===== src/hdl/eeprom_consts.vh =====
// Constants for the two-wire serial memory slave
`ifndef EEPROM_CONSTS_VH
`define EEPROM_CONSTS_VH

// ----------------------------------------------------------------
// Timing
// ----------------------------------------------------------------
`define REF_CLK_MHZ            125
`define PROGRAM_CYCLE_TIME_MS  10
`define POWERUP_READ_DELAY_MS  1
`define POWERUP_WRITE_DELAY_MS 1
`define CNT_W                  24

// ----------------------------------------------------------------
// Array and address layout (512-byte density, two select pins)
// ----------------------------------------------------------------
`define MEM_AW                 9
`define MEM_WORDS              512
`define PAGE_AW                4
`define PAGE_BYTES             16
`define HI_W                   1
`define DEV_CODE               4'hA
`define SEL_MASK               3'h6

// ----------------------------------------------------------------
// Byte kinds within a transfer
// ----------------------------------------------------------------
`define KIND_SLAVE             2'h0
`define KIND_WORD              2'h1
`define KIND_DATA              2'h2

`endif


===== src/hdl/line_sync.v =====
// Two-stage synchroniser for asynchronous input levels
`timescale 1ns/1ps
module line_sync #(
  parameter W = 1
) (
  input  wire         clk,
  input  wire         rst,
  input  wire [W-1:0] din,
  output reg  [W-1:0] dout
);
  reg [W-1:0] stage1;

  always @(posedge clk) begin
    if (rst) begin
      stage1 <= {W{1'b1}};
      dout   <= {W{1'b1}};
    end else begin
      stage1 <= din;
      dout   <= stage1;
    end
  end
endmodule


===== src/hdl/fifo2.v =====
// Two-entry buffer with valid and ready on both sides
`timescale 1ns/1ps
module fifo2 (
  input  wire       clk,
  input  wire       rst,
  input  wire       flush,
  input  wire       in_valid,
  output wire       in_ready,
  input  wire [7:0] in_data,
  output wire       out_valid,
  input  wire       out_ready,
  output wire [7:0] out_data
);
  reg [7:0] slot [0:1];
  reg       wr_ptr;
  reg       rd_ptr;
  reg [1:0] count;
  wire      push;
  wire      pop;

  assign in_ready  = (count != 2'h2);
  assign out_valid = (count != 2'h0);
  assign out_data  = slot[rd_ptr];
  assign push      = in_valid & in_ready;
  assign pop       = out_valid & out_ready;

  always @(posedge clk) begin
    if (push) begin
      slot[wr_ptr] <= in_data;
    end
  end

  always @(posedge clk) begin
    if (rst || flush) begin
      wr_ptr <= 1'b0;
      rd_ptr <= 1'b0;
      count  <= 2'h0;
    end else begin
      if (push) begin
        wr_ptr <= ~wr_ptr;
      end
      if (pop) begin
        rd_ptr <= ~rd_ptr;
      end
      if (push && !pop) begin
        count <= count + 2'h1;
      end else if (pop && !push) begin
        count <= count - 2'h1;
      end
    end
  end
endmodule


===== src/hdl/eeprom_slave.v =====
// Two-wire serial memory slave: bus engine, page buffer and array
`timescale 1ns/1ps
`include "eeprom_consts.vh"
module eeprom_slave #(
  parameter PROG_CYCLES    = `PROGRAM_CYCLE_TIME_MS * 1000 * `REF_CLK_MHZ,
  parameter POWERUP_CYCLES = ((`POWERUP_READ_DELAY_MS < `POWERUP_WRITE_DELAY_MS) ?
                              `POWERUP_READ_DELAY_MS : `POWERUP_WRITE_DELAY_MS) * 1000 * `REF_CLK_MHZ
) (
  input  wire REF_CLK,
  input  wire SYS_RST,
  input  wire SCL,
  input  wire SDA_IN,
  output reg  SDA_OUT,
  output reg  SDA_OE_N,
  input  wire SELECT_PIN_0,
  input  wire SELECT_PIN_1,
  input  wire SELECT_PIN_2,
  input  wire WRITE_PROTECT,
  output reg  BUSY
);

  // ----------------------------------------------------------------
  // States and limits
  // ----------------------------------------------------------------
  localparam [5:0] S_IDLE = 6'h01;
  localparam [5:0] S_RX   = 6'h02;
  localparam [5:0] S_ACK  = 6'h04;
  localparam [5:0] S_TX   = 6'h08;
  localparam [5:0] S_RACK = 6'h10;
  localparam [5:0] S_WAIT = 6'h20;

  // Limits are worked out at 32 bits, then cut to the counter width on purpose
  localparam [31:0]       PROG_LIM_W = PROG_CYCLES - 1;
  localparam [31:0]       PU_LIM_W   = POWERUP_CYCLES - 1;
  localparam [`CNT_W-1:0] PROG_LIM   = PROG_LIM_W[`CNT_W-1:0];
  localparam [`CNT_W-1:0] PU_LIM     = PU_LIM_W[`CNT_W-1:0];

  // ----------------------------------------------------------------
  // Declarations
  // ----------------------------------------------------------------
  wire [1:0]             bus_s;
  wire [3:0]             pin_s;
  wire                   scl_s;
  wire                   sda_s;
  wire                   wp_s;
  wire [2:0]             sel_s;
  reg                    scl_p;
  reg                    sda_p;
  wire                   scl_rise;
  wire                   scl_fall;
  wire                   start_c;
  wire                   stop_c;

  reg  [5:0]             state;
  reg  [3:0]             bit_cnt;
  reg  [7:0]             rx_sh;
  reg  [7:0]             tx_sh;
  reg  [1:0]             kind;
  reg                    read_dir;
  reg                    master_ack;
  reg  [`MEM_AW-1:0]     ptr;
  reg  [`MEM_AW-1:0]     pre_ptr;
  reg  [`MEM_AW-1:0]     commit_base;
  reg  [7:0]             pbuf [0:`PAGE_BYTES-1];
  reg  [`PAGE_BYTES-1:0] pvalid;
  reg                    wr_pending;
  reg                    commit;
  reg                    pop;
  reg                    ready;
  reg  [`CNT_W-1:0]      pu_cnt;
  reg  [`CNT_W-1:0]      prog_cnt;
  reg  [7:0]             mem [0:`MEM_WORDS-1];

  wire                   fill_valid;
  wire                   fill_ready;
  wire [7:0]             fill_data;
  wire                   buf_valid;
  wire [7:0]             buf_data;
  integer                i;

  // ----------------------------------------------------------------
  // Helpers
  // ----------------------------------------------------------------
  // The unused select pin 0 is don't-care here; its address bit picks the array half on write-direction slave bytes only
  function addr_match;
    input [7:0] b;
    input [2:0] pins;
    begin
      addr_match = (b[7:4] == `DEV_CODE) &&
                   ((b[3:1] & `SEL_MASK) == (pins & `SEL_MASK));
    end
  endfunction

  // Increment inside the page only; upper bits stay put
  function [`MEM_AW-1:0] page_inc;
    input [`MEM_AW-1:0] a;
    begin
      page_inc = {a[`MEM_AW-1:`PAGE_AW], a[`PAGE_AW-1:0] + 1'b1};
    end
  endfunction

  // ----------------------------------------------------------------
  // Input synchronisers and condition detection
  // ----------------------------------------------------------------
  line_sync #(.W(2)) u_bus_sync (
    .clk  (REF_CLK),
    .rst  (SYS_RST),
    .din  ({SCL, SDA_IN}),
    .dout (bus_s)
  );

  line_sync #(.W(4)) u_pin_sync (
    .clk  (REF_CLK),
    .rst  (SYS_RST),
    .din  ({WRITE_PROTECT, SELECT_PIN_2, SELECT_PIN_1, SELECT_PIN_0}),
    .dout (pin_s)
  );

  assign scl_s    = bus_s[1];
  assign sda_s    = bus_s[0];
  assign wp_s     = pin_s[3];
  assign sel_s    = pin_s[2:0];
  assign scl_rise = scl_s & ~scl_p;
  assign scl_fall = ~scl_s & scl_p;
  assign start_c  = scl_s & scl_p & sda_p & ~sda_s;
  assign stop_c   = scl_s & scl_p & ~sda_p & sda_s;

  // ----------------------------------------------------------------
  // Read prefetch
  // ----------------------------------------------------------------
  // Two bytes are fetched ahead so the shifter never waits on the array;
  // every start flushes them since the pointer may have moved.
  assign fill_data  = mem[pre_ptr];
  assign fill_valid = ready & ~BUSY & ~start_c;

  fifo2 u_prefetch (
    .clk       (REF_CLK),
    .rst       (SYS_RST),
    .flush     (start_c),
    .in_valid  (fill_valid),
    .in_ready  (fill_ready),
    .in_data   (fill_data),
    .out_valid (buf_valid),
    .out_ready (pop),
    .out_data  (buf_data)
  );

  // ----------------------------------------------------------------
  // Array commit
  // ----------------------------------------------------------------
  always @(posedge REF_CLK) begin
    if (commit) begin
      for (i = 0; i < `PAGE_BYTES; i = i + 1) begin
        if (pvalid[i]) begin
          mem[{commit_base[`MEM_AW-1:`PAGE_AW], i[`PAGE_AW-1:0]}] <= pbuf[i];
        end
      end
    end
  end

  // ----------------------------------------------------------------
  // Page buffer
  // ----------------------------------------------------------------
  always @(posedge REF_CLK) begin
    if (state == S_RX && scl_fall && bit_cnt == 4'h8 && kind == `KIND_DATA && !wp_s) begin
      pbuf[ptr[`PAGE_AW-1:0]] <= rx_sh;
    end
  end

  // ----------------------------------------------------------------
  // Bus engine
  // ----------------------------------------------------------------
  always @(posedge REF_CLK) begin
    if (SYS_RST) begin
      scl_p       <= 1'b1;
      sda_p       <= 1'b1;
      state       <= S_IDLE;
      bit_cnt     <= 4'h0;
      rx_sh       <= 8'h00;
      tx_sh       <= 8'h00;
      kind        <= `KIND_SLAVE;
      read_dir    <= 1'b0;
      master_ack  <= 1'b0;
      ptr         <= {`MEM_AW{1'b0}};
      pre_ptr     <= {`MEM_AW{1'b0}};
      commit_base <= {`MEM_AW{1'b0}};
      pvalid      <= {`PAGE_BYTES{1'b0}};
      wr_pending  <= 1'b0;
      commit      <= 1'b0;
      pop         <= 1'b0;
      ready       <= 1'b0;
      pu_cnt      <= {`CNT_W{1'b0}};
      prog_cnt    <= {`CNT_W{1'b0}};
      SDA_OUT     <= 1'b0;
      SDA_OE_N    <= 1'b1;
      BUSY        <= 1'b0;
    end else begin
      scl_p  <= scl_s;
      sda_p  <= sda_s;
      commit <= 1'b0;
      pop    <= 1'b0;

      // Interface stays deaf until the power-up delay has run out
      if (!ready) begin
        if (pu_cnt == PU_LIM) begin
          ready <= 1'b1;
        end else begin
          pu_cnt <= pu_cnt + 1'b1;
        end
      end

      if (BUSY) begin
        if (prog_cnt == PROG_LIM) begin
          BUSY <= 1'b0;
        end else begin
          prog_cnt <= prog_cnt + 1'b1;
        end
      end

      if (start_c) begin
        pre_ptr <= ptr;
      end else if (fill_valid && fill_ready) begin
        pre_ptr <= pre_ptr + 1'b1;
      end

      if (!ready || BUSY) begin
        // Polling during programming sees a released line, no ack
        state    <= S_IDLE;
        SDA_OE_N <= 1'b1;
      end else if (start_c) begin
        // A repeated start also drops any unfinished page
        state      <= S_RX;
        bit_cnt    <= 4'h0;
        kind       <= `KIND_SLAVE;
        SDA_OE_N   <= 1'b1;
        pvalid     <= {`PAGE_BYTES{1'b0}};
        wr_pending <= 1'b0;
      end else if (stop_c) begin
        state    <= S_IDLE;
        SDA_OE_N <= 1'b1;
        if (wr_pending) begin
          commit      <= 1'b1;
          commit_base <= ptr;
          BUSY        <= 1'b1;
          prog_cnt    <= {`CNT_W{1'b0}};
          wr_pending  <= 1'b0;
        end
      end else begin
        case (state)
          S_RX: begin
            if (scl_rise && bit_cnt != 4'h8) begin
              rx_sh   <= {rx_sh[6:0], sda_s};
              bit_cnt <= bit_cnt + 4'h1;
            end else if (scl_fall && bit_cnt == 4'h8) begin
              case (kind)
                `KIND_SLAVE: begin
                  if (addr_match(rx_sh, sel_s)) begin
                    SDA_OE_N <= 1'b0;
                    state    <= S_ACK;
                    read_dir <= rx_sh[0];
                    if (!rx_sh[0]) begin
                      ptr[`MEM_AW-1:8] <= rx_sh[`HI_W:1];
                    end
                  end else begin
                    state <= S_WAIT;
                  end
                end
                `KIND_WORD: begin
                  ptr[7:0] <= rx_sh;
                  SDA_OE_N <= 1'b0;
                  state    <= S_ACK;
                end
                default: begin
                  if (wp_s) begin
                    state <= S_WAIT;
                  end else begin
                    pvalid[ptr[`PAGE_AW-1:0]] <= 1'b1;
                    ptr        <= page_inc(ptr);
                    wr_pending <= 1'b1;
                    SDA_OE_N   <= 1'b0;
                    state      <= S_ACK;
                  end
                end
              endcase
            end
          end

          S_ACK: begin
            if (scl_fall) begin
              bit_cnt <= 4'h0;
              if (read_dir) begin
                tx_sh    <= {buf_data[6:0], 1'b0};
                SDA_OE_N <= buf_data[7];
                pop      <= 1'b1;
                ptr      <= ptr + 1'b1;
                state    <= S_TX;
              end else begin
                SDA_OE_N <= 1'b1;
                state    <= S_RX;
                kind     <= (kind == `KIND_SLAVE) ? `KIND_WORD : `KIND_DATA;
              end
            end
          end

          S_TX: begin
            if (scl_rise) begin
              bit_cnt <= bit_cnt + 4'h1;
            end else if (scl_fall) begin
              if (bit_cnt == 4'h8) begin
                SDA_OE_N <= 1'b1;
                state    <= S_RACK;
              end else begin
                SDA_OE_N <= tx_sh[7];
                tx_sh    <= {tx_sh[6:0], 1'b0};
              end
            end
          end

          S_RACK: begin
            if (scl_rise) begin
              master_ack <= ~sda_s;
            end else if (scl_fall) begin
              bit_cnt <= 4'h0;
              if (master_ack) begin
                tx_sh    <= {buf_data[6:0], 1'b0};
                SDA_OE_N <= buf_data[7];
                pop      <= 1'b1;
                ptr      <= ptr + 1'b1;
                state    <= S_TX;
              end else begin
                state <= S_WAIT;
              end
            end
          end

          S_WAIT: begin
            SDA_OE_N <= 1'b1;
          end

          S_IDLE: begin
            SDA_OE_N <= 1'b1;
          end

          default: begin
            state    <= S_IDLE;
            SDA_OE_N <= 1'b1;
          end
        endcase
      end
    end
  end

endmodule


===== config.mk =====
export PLATFORM = sky130hd
export DESIGN_NAME = eeprom_slave
export DESIGN_NICKNAME = d
export VERILOG_FILES = /design/src/hdl/line_sync.v /design/src/hdl/fifo2.v /design/src/hdl/eeprom_slave.v
export VERILOG_INCLUDE_DIRS = /design/src /design/src/hdl
export SDC_FILE = /design/constraint.sdc
export NUM_CORES = 2
export LEC_CHECK = 0
export ABC_AREA = 0
export BUFFER_PORTS_ARGS = -buffer_cell sky130_fd_sc_hd__buf_2
export CAP_MARGIN = 40
export CELL_PAD_IN_SITES_DETAIL_PLACEMENT = 0
export CELL_PAD_IN_SITES_GLOBAL_PLACEMENT = 1
export CORE_ASPECT_RATIO = 1.25
export CORE_MARGIN = 2
export CORE_UTILIZATION = 32
export DETAILED_ROUTE_END_ITERATION = 8
export PLACE_DENSITY_LB_ADDON = 0.1
export SLEW_MARGIN = 10
export SYNTH_ARGS = -nofsm -noshare
export SYNTH_HDL_FRONTEND = slang
export SYNTH_MEMORY_MAX_BITS = 65536
export SYNTH_SLANG_ARGS = --single-unit

===== constraint.sdc =====
create_clock -name REF_CLK -period 3.68 [get_ports REF_CLK]
set_input_delay 0.184 -clock REF_CLK [delete_from_list [all_inputs] [get_ports REF_CLK]]
set_output_delay 0.184 -clock REF_CLK [all_outputs]
set_load 0.05 [all_outputs]

== Yosys cells after proc, flatten, opt, wreduce, memory -nomap -nowiden ==
Memory sizes are Yosys's and may differ from the RTL's. A register that Yosys moved wholly into a read port is not among the register bits.
Index checks and enable logic that the tools add are counted.
Word-level totals
  register bits after elaboration: 145
  bits in latches: 0
  memory bits (writable): 4240
  memory bits (read-only): 0
  input bits: 8
  output and inout port bits: 3
  logic and storage cells: 338
  memories kept: 3
Operators by class
  add/subtract/negate cells: 8
  multipliers: 0
  div/mod/pow operators: 0
  $lt $le $gt $ge: 2
  equal/unequal tests: 55
  shift operators: 0
  muxes and demuxes: 162
  bitwise logic cells: 26
  reductions and logical operators: 51
Memory list
  mem: words 512, width 8, rd ports 1, clocked after memory_dff 1, write ports 16, line eeprom_slave.v:72  | reg [7:0] mem [0:`MEM_WORDS-1];
  pbuf: words 16, width 8, rd ports 16, clocked after memory_dff 0, write ports 1, line eeprom_slave.v:64  | reg [7:0] pbuf [0:`PAGE_BYTES-1];
  u_prefetch.slot: words 2, width 8, rd ports 1, clocked after memory_dff 1, write ports 1, line fifo2.v:14  | reg [7:0] slot [0:1];
Operators by type and width (number)
  $mux 24: 6
  $mux 16: 7
  $mux 9: 11
  $mux 1: 90
  $mux 6: 11
  $mux 8: 8
  $add 24x1->24 const B: 2
  $ne 2x2->1 const B: 18
  $ne 4x4->1 const B: 9
  $mux 4: 8
  $pmux 6 s5: 1
  $pmux 9 s3: 1
  $reduce_and 13->1: 2
  $eq 24x17->1 const B: 1
  $eq 24x21->1 const B: 1
  $pmux 8 s3: 1
  $mux 2: 10
  $add 9x1->9 const B: 2
  $ne 3x3->1 const B: 6
  $reduce_and 9->1: 2
  $or 16x16->16: 1
  $pmux 4 s4: 1
  $pmux 8 s2: 1
  $reduce_and 15->1: 1
  other kinds (42): 103

== Longest topological paths before layout ==
  depth after elaboration: 12
  mapped depth: 14
  depth with buffers taken out: 9

== Modules after synthesis ==
A second synthesis with hierarchy kept.
Second synthesis, totals
  cell total of the unflattened synthesis: 8926
  area total of the unflattened synthesis: 171122.9 um^2
By module, submodules not included
  eeprom_slave: instances 1, cells an instance 8852, area each 170003.0 um^2, sequential area each 129504.2 um^2
  fifo2: instances 1, cells an instance 50, area each 804.5 um^2, sequential area each 580.6 um^2
  line_sync at u_pin_sync: instances 1, cells an instance 16, area each 210.2 um^2, sequential area each 160.2 um^2
  line_sync at u_bus_sync: instances 1, cells an instance 8, area each 105.1 um^2, sequential area each 80.1 um^2

== Worst setup path before layout ==
No wires, ideal clock.
  path type: register to register
  start point: register with a tool-made name
  end point: memory u_prefetch.slot[0][3], data pin
  arrival: 2.306 ns
  required time: 3.419 ns
  setup slack: 1.113 ns
  stages on the path, launching flop included: 11
  clock period less this slack: 2.567 ns
  cells stage by stage: dfxtp_1 > buf_6 > buf_12 > buf_12 > buf_8 > mux4_1 > a2111oi_0 > nor4_1 > a31o_2 > a41oi_1 > nor4_1
RTL lines (line)
  end: declaration: fifo2.v:14

==> impl_metrics.csv <==
group,metric,value,unit
cts,clkLatencyLatePin,1100,ps
timing,finalCriticalPeriod,3720,ps
placed_design,detailedPlace.worstSlack,-632,ps
yosys,synth_compound_area_share,4.60,%
yosys,post-synth-top-area-cell,"edfxtp_1",
yosys,synth.most_common_cell,"edfxtp_1",
cts,tritoncts_clock_tree,"built",
placed_design,gp_routability_congestion,0.922,
cells_and_area,instances_no_fill,18233,
global_route,antenna_violations_before_repair,134,
cells_and_area,syn_to_final_growth,20.2,%
cells_and_area,final_core_util,38.6,%
floorplanning,floorplan.rows,301,
worst_hold_path,hold_path_startpoint,"SELECT_PIN_2",
yosys,muxShareOfSynthArea,13.5,%
timing,final.setup.worst_slack,-36.9,ps
yosys,synth.area.top_cells,"edfxtp_1, mux4_2, mux2i_1",
yosys,combinational_family_with_the_most_area_after_synthesis,"multiplexers",
yosys,yosys.area.top_type_share,73.6,%
timing,worst_clock_skew,50.2,ps
cts,htree_num_levels,5,
cts,clock_root_buffer,"clkbuf_16",
cells_and_area,sequential_cell_area,130000,um2
floorplanning,design.die.area,547000,um2
setup_path,critical_path_peak_fanout,27,
floorplanning,floorplan.die.width,662,um
yosys,synth_simple_gate_area_share,3.81,%
routing,wl_per_cell,44.5,um
timing,period_utilization,101,%
yosys,mapped_cells,9134,
yosys,postSynth.topFlopCell,"edfxtp_1",
global_route,grt_util_all_layers,29.2,%
routing,drtPass1Iterations,6,
yosys,synth_area,173000,um2
timing,timing.max_slew.rel_slack,31.5,%
yosys,mappedNetlistNets,9152,
setup_path,setup.worst_path.class,"flop to flop",
placed_design,numPortBuffers,8,
yosys,synth-adder-area-share,0.0723,%
cts,cts_inserted_buffers,445,
yosys,synth.yosys.seq_area_share,75.3,%
setup_path,critPathArrivalTime,4530,ps
power,internal_power,79500,uW
timing,fin_setup_tns,-101,ps
global_route,grt_max_degree,61,
timing,maxSlewViolCount,0,
timing,max_slew.worst_pin.slew,998,ps
power,pwr-share-seq,54.0,%
placed_design,dp.final_hpwl,527000,um
setup_path,timing.critical_path.from_type,"flop",
worst_hold_path,whs_endpoint,"u_pin_sync.stage1[2]",
cts,cts_num_sinks,4388,
power,pwr_density_cell,481,nW/um2
power,clock_power_share,45.8,%
power,p_switching,20500,uW
floorplanning,floorplan.io_pins,11,
routing,detail_route_antenna_nets,0,
global_route,grt_pass1_wl,1050000,um
timing,rsz_0062_raised_after_global_routing,"yes",
floorplanning,core-area,538000,um2
cells_and_area,num-fill-cells,49002,
setup_path,worst_ep_required_time,4490,ps
yosys,ys_ff_latch,4388,
outcome,run_status,"complete, but fails checks",
yosys,number_of_synthesized_flops_with_an_enable_pin,4240,
timing,finalSetupViolCount,6,
setup_path,reg2reg_slack,-40,ps
power,vdd.ir_drop.worst,0.000471,V
setup_path,regToRegEndpoint,"u_prefetch.slot[0][2]",
global_route,grt_pass1_vias,103305,
yosys,synthesis.area_per_instance,18.9,um2
routing,remaining_drc_errors,0,
timing,hold_viol,0,
job,max_cap_viol_count,0,
cts,cts.reportedPaths.clkPinSlew,70,ps
setup_path,worst_r2r_path_depth,9,
global_route,globalRouteOverflowTotal,0,
power,switching_share,20.5,%
yosys,post_synth_xor_area_fraction,0.243,%
placed_design,post-place-cells,17237,
worst_hold_path,min_path_cells,3,
routing,detailedRoute.firstIterationViolations,15929,
yosys,ys_async_sr_fraction,0,%
timing,max_freq,269,MHz
yosys,synthDistinctLibCells,99,
yosys,yosys_warnings,0,
routing,dr_total_vias,105932,
cells_and_area,layout-drive-gt1-share,26.6,%
cells_and_area,multi_input_combinational_cell_area,39200,um2
yosys,synth_top_cells_by_count,"edfxtp_1, mux2i_1, nor2_1",
cts,clockBufferDepth,4,
power,total_leakage_power,0.0643,uW
cells_and_area,layout.nets,10604,
floorplanning,floorplan.die.height,826,um
floorplanning,initial_utilization,32.2,%
worst_hold_path,worst_hold_path_type,"input pin to flop",
routing,routed_via_density,5.81,
power,power.share.combinational,0.2,%
outcome,violations,"negative setup slack",
setup_path,critPathCaptureType,"flop",
routing,routed_wl,811000,um
==> cell type report <==
cell class	count	area share (%)
repair buffers	1576	7.11
well taps	7120	4.28
diodes	155	0.187
clock buffers	554	5.61
flip-flops and latches	4388	62.7
clock inverters	265	1.23
inverters	25	0.0524
multi-input cells	4150	18.8
==> cells by family (layout without fill, tap and decap cells) <==
| family | Yosys count | after routing |
|---|---|---|
| compound gates | 1147 | 1147 |
| mux | 1514 | 1514 |
| buf+inv | 596 | 2420 |
| other cells | 1 | 156 |
| xor+xnor | 48 | 48 |
| simple gates | 1430 | 1430 |
| fa+ha+maj | 10 | 10 |
| flops | 4388 | 4388 |
==> state kept, by name (all words and copies together), names as in the netlist, 8 cells and up, named ones only <==
| register | count |
|---|---|
| pre_ptr | 9 |
| pbuf | 128 |
| rx_sh | 8 |
| mem | 4096 |
| pu_cnt | 24 |
| ptr | 9 |
| pvalid | 16 |
| prog_cnt | 24 |
| u_prefetch.slot | 16 |
==> worst max-delay path, cell delays in order (launching register included) <==
cell and delay (ps):
dfxtp_4 470, buf_16 240, buf_12 230, buf_12 280
mux4_2 610, mux4_2 640, nor4_2 390, nor4_1 140
o2111ai_2 240, nor4_2 110
==> per-stage QoR <==
stage | hold WS (ps) | cell area [um2] | power [uW]
final | 76.2 | 208000 | 99900
after global placement | 414 | 192000 | 55200
after global routing | 51.6 | 208000 | 102000
after detailed placement | 409 | 192000 | 55200
after CTS | 54.2 | 207000 | 100000
after floorplan | 288 | 173000 | 55100
==> how the worst max path moves through the flow <==
stage                     start                     to  slack (ps)  cells after the start
after floorplan            flop  u_prefetch.slot[0][3]        1110                     10
after global placement     flop  u_prefetch.slot[0][6]       -1240                     12
after detailed placement   flop  u_prefetch.slot[1][7]        -630                     12
after CTS                  flop  u_prefetch.slot[0][2]          -7                     13
after global routing       flop  u_prefetch.slot[1][7]         -60                     11
final                      flop  u_prefetch.slot[0][2]         -40                      9
==> power by group through the flow <==
stage          sequential [uW]  combinational (uW)  clock (uW)
6_report                 53900                 200       45800
5_1_grt                  53900                 204       48100
2_1_floorplan            55000                76.4           0
3_5_place_dp             55000                 188           0
3_3_place_gp             55000                 184           0
4_1_cts                  53900                 195       46400
==> cell usage in the layout (no fill, tap or decap), types with 15 or more instances in the layout <==
cell type	netlist	layout
a2111oi_0	33	23
a211oi_1	53	47
a21oi_1	212	205
a22oi_1	23	21
a31oi_1	53	52
and2_1	28	27
and3_1	48	45
buf_12	20	188
buf_16	0	26
buf_4	39	1321
bufinv_16	0	44
clkbuf_1	226	100
clkbuf_16	0	449
clkinv_1	1	104
clkinv_2	0	75
dfxtp_1	148	139
diode_2	0	155
edfxtp_1	4240	4240
inv_1	22	22
mux2_2	59	58
mux2i_1	836	836
mux4_1	112	112
mux4_2	507	507
nand2_1	190	173
nand2_2	1	17
nand3_1	81	81
nand4_1	37	37
nor2_1	735	732
nor2b_1	15	15
nor3_1	103	99
nor4_1	48	36
o211ai_1	16	16
o21ai_0	138	134
o221ai_1	268	248
o221ai_2	4	24
o22ai_1	201	197
or2_2	23	21
or3_1	23	23
xnor2_1	21	21
xor2_1	27	27
==> repair_timing <==
item | in CTS | in global routing
setup endpoints to repair | 16 | 16
endpoints found under the hold margin | 78 | 0
pin swaps | 3 | 5
cloned | 1 | 1
gates resized for setup | 59 | 48
hold buffers | 6 | 0
buffers inserted | 5 | 4
==> per-layer routing <==
metal | vias up | global-route usage, % | share of wire, %
met5 | - | 0 | 0.015
met4 | 18 | 13.6 | 5.1
met3 | 1381 | 5.00 | 8.0
met2 | 6246 | 49.1 | 49
met1 | 57681 | 36.8 | 38
li1 | 40606 | - | -
Power figures use the tool's default switching activity.
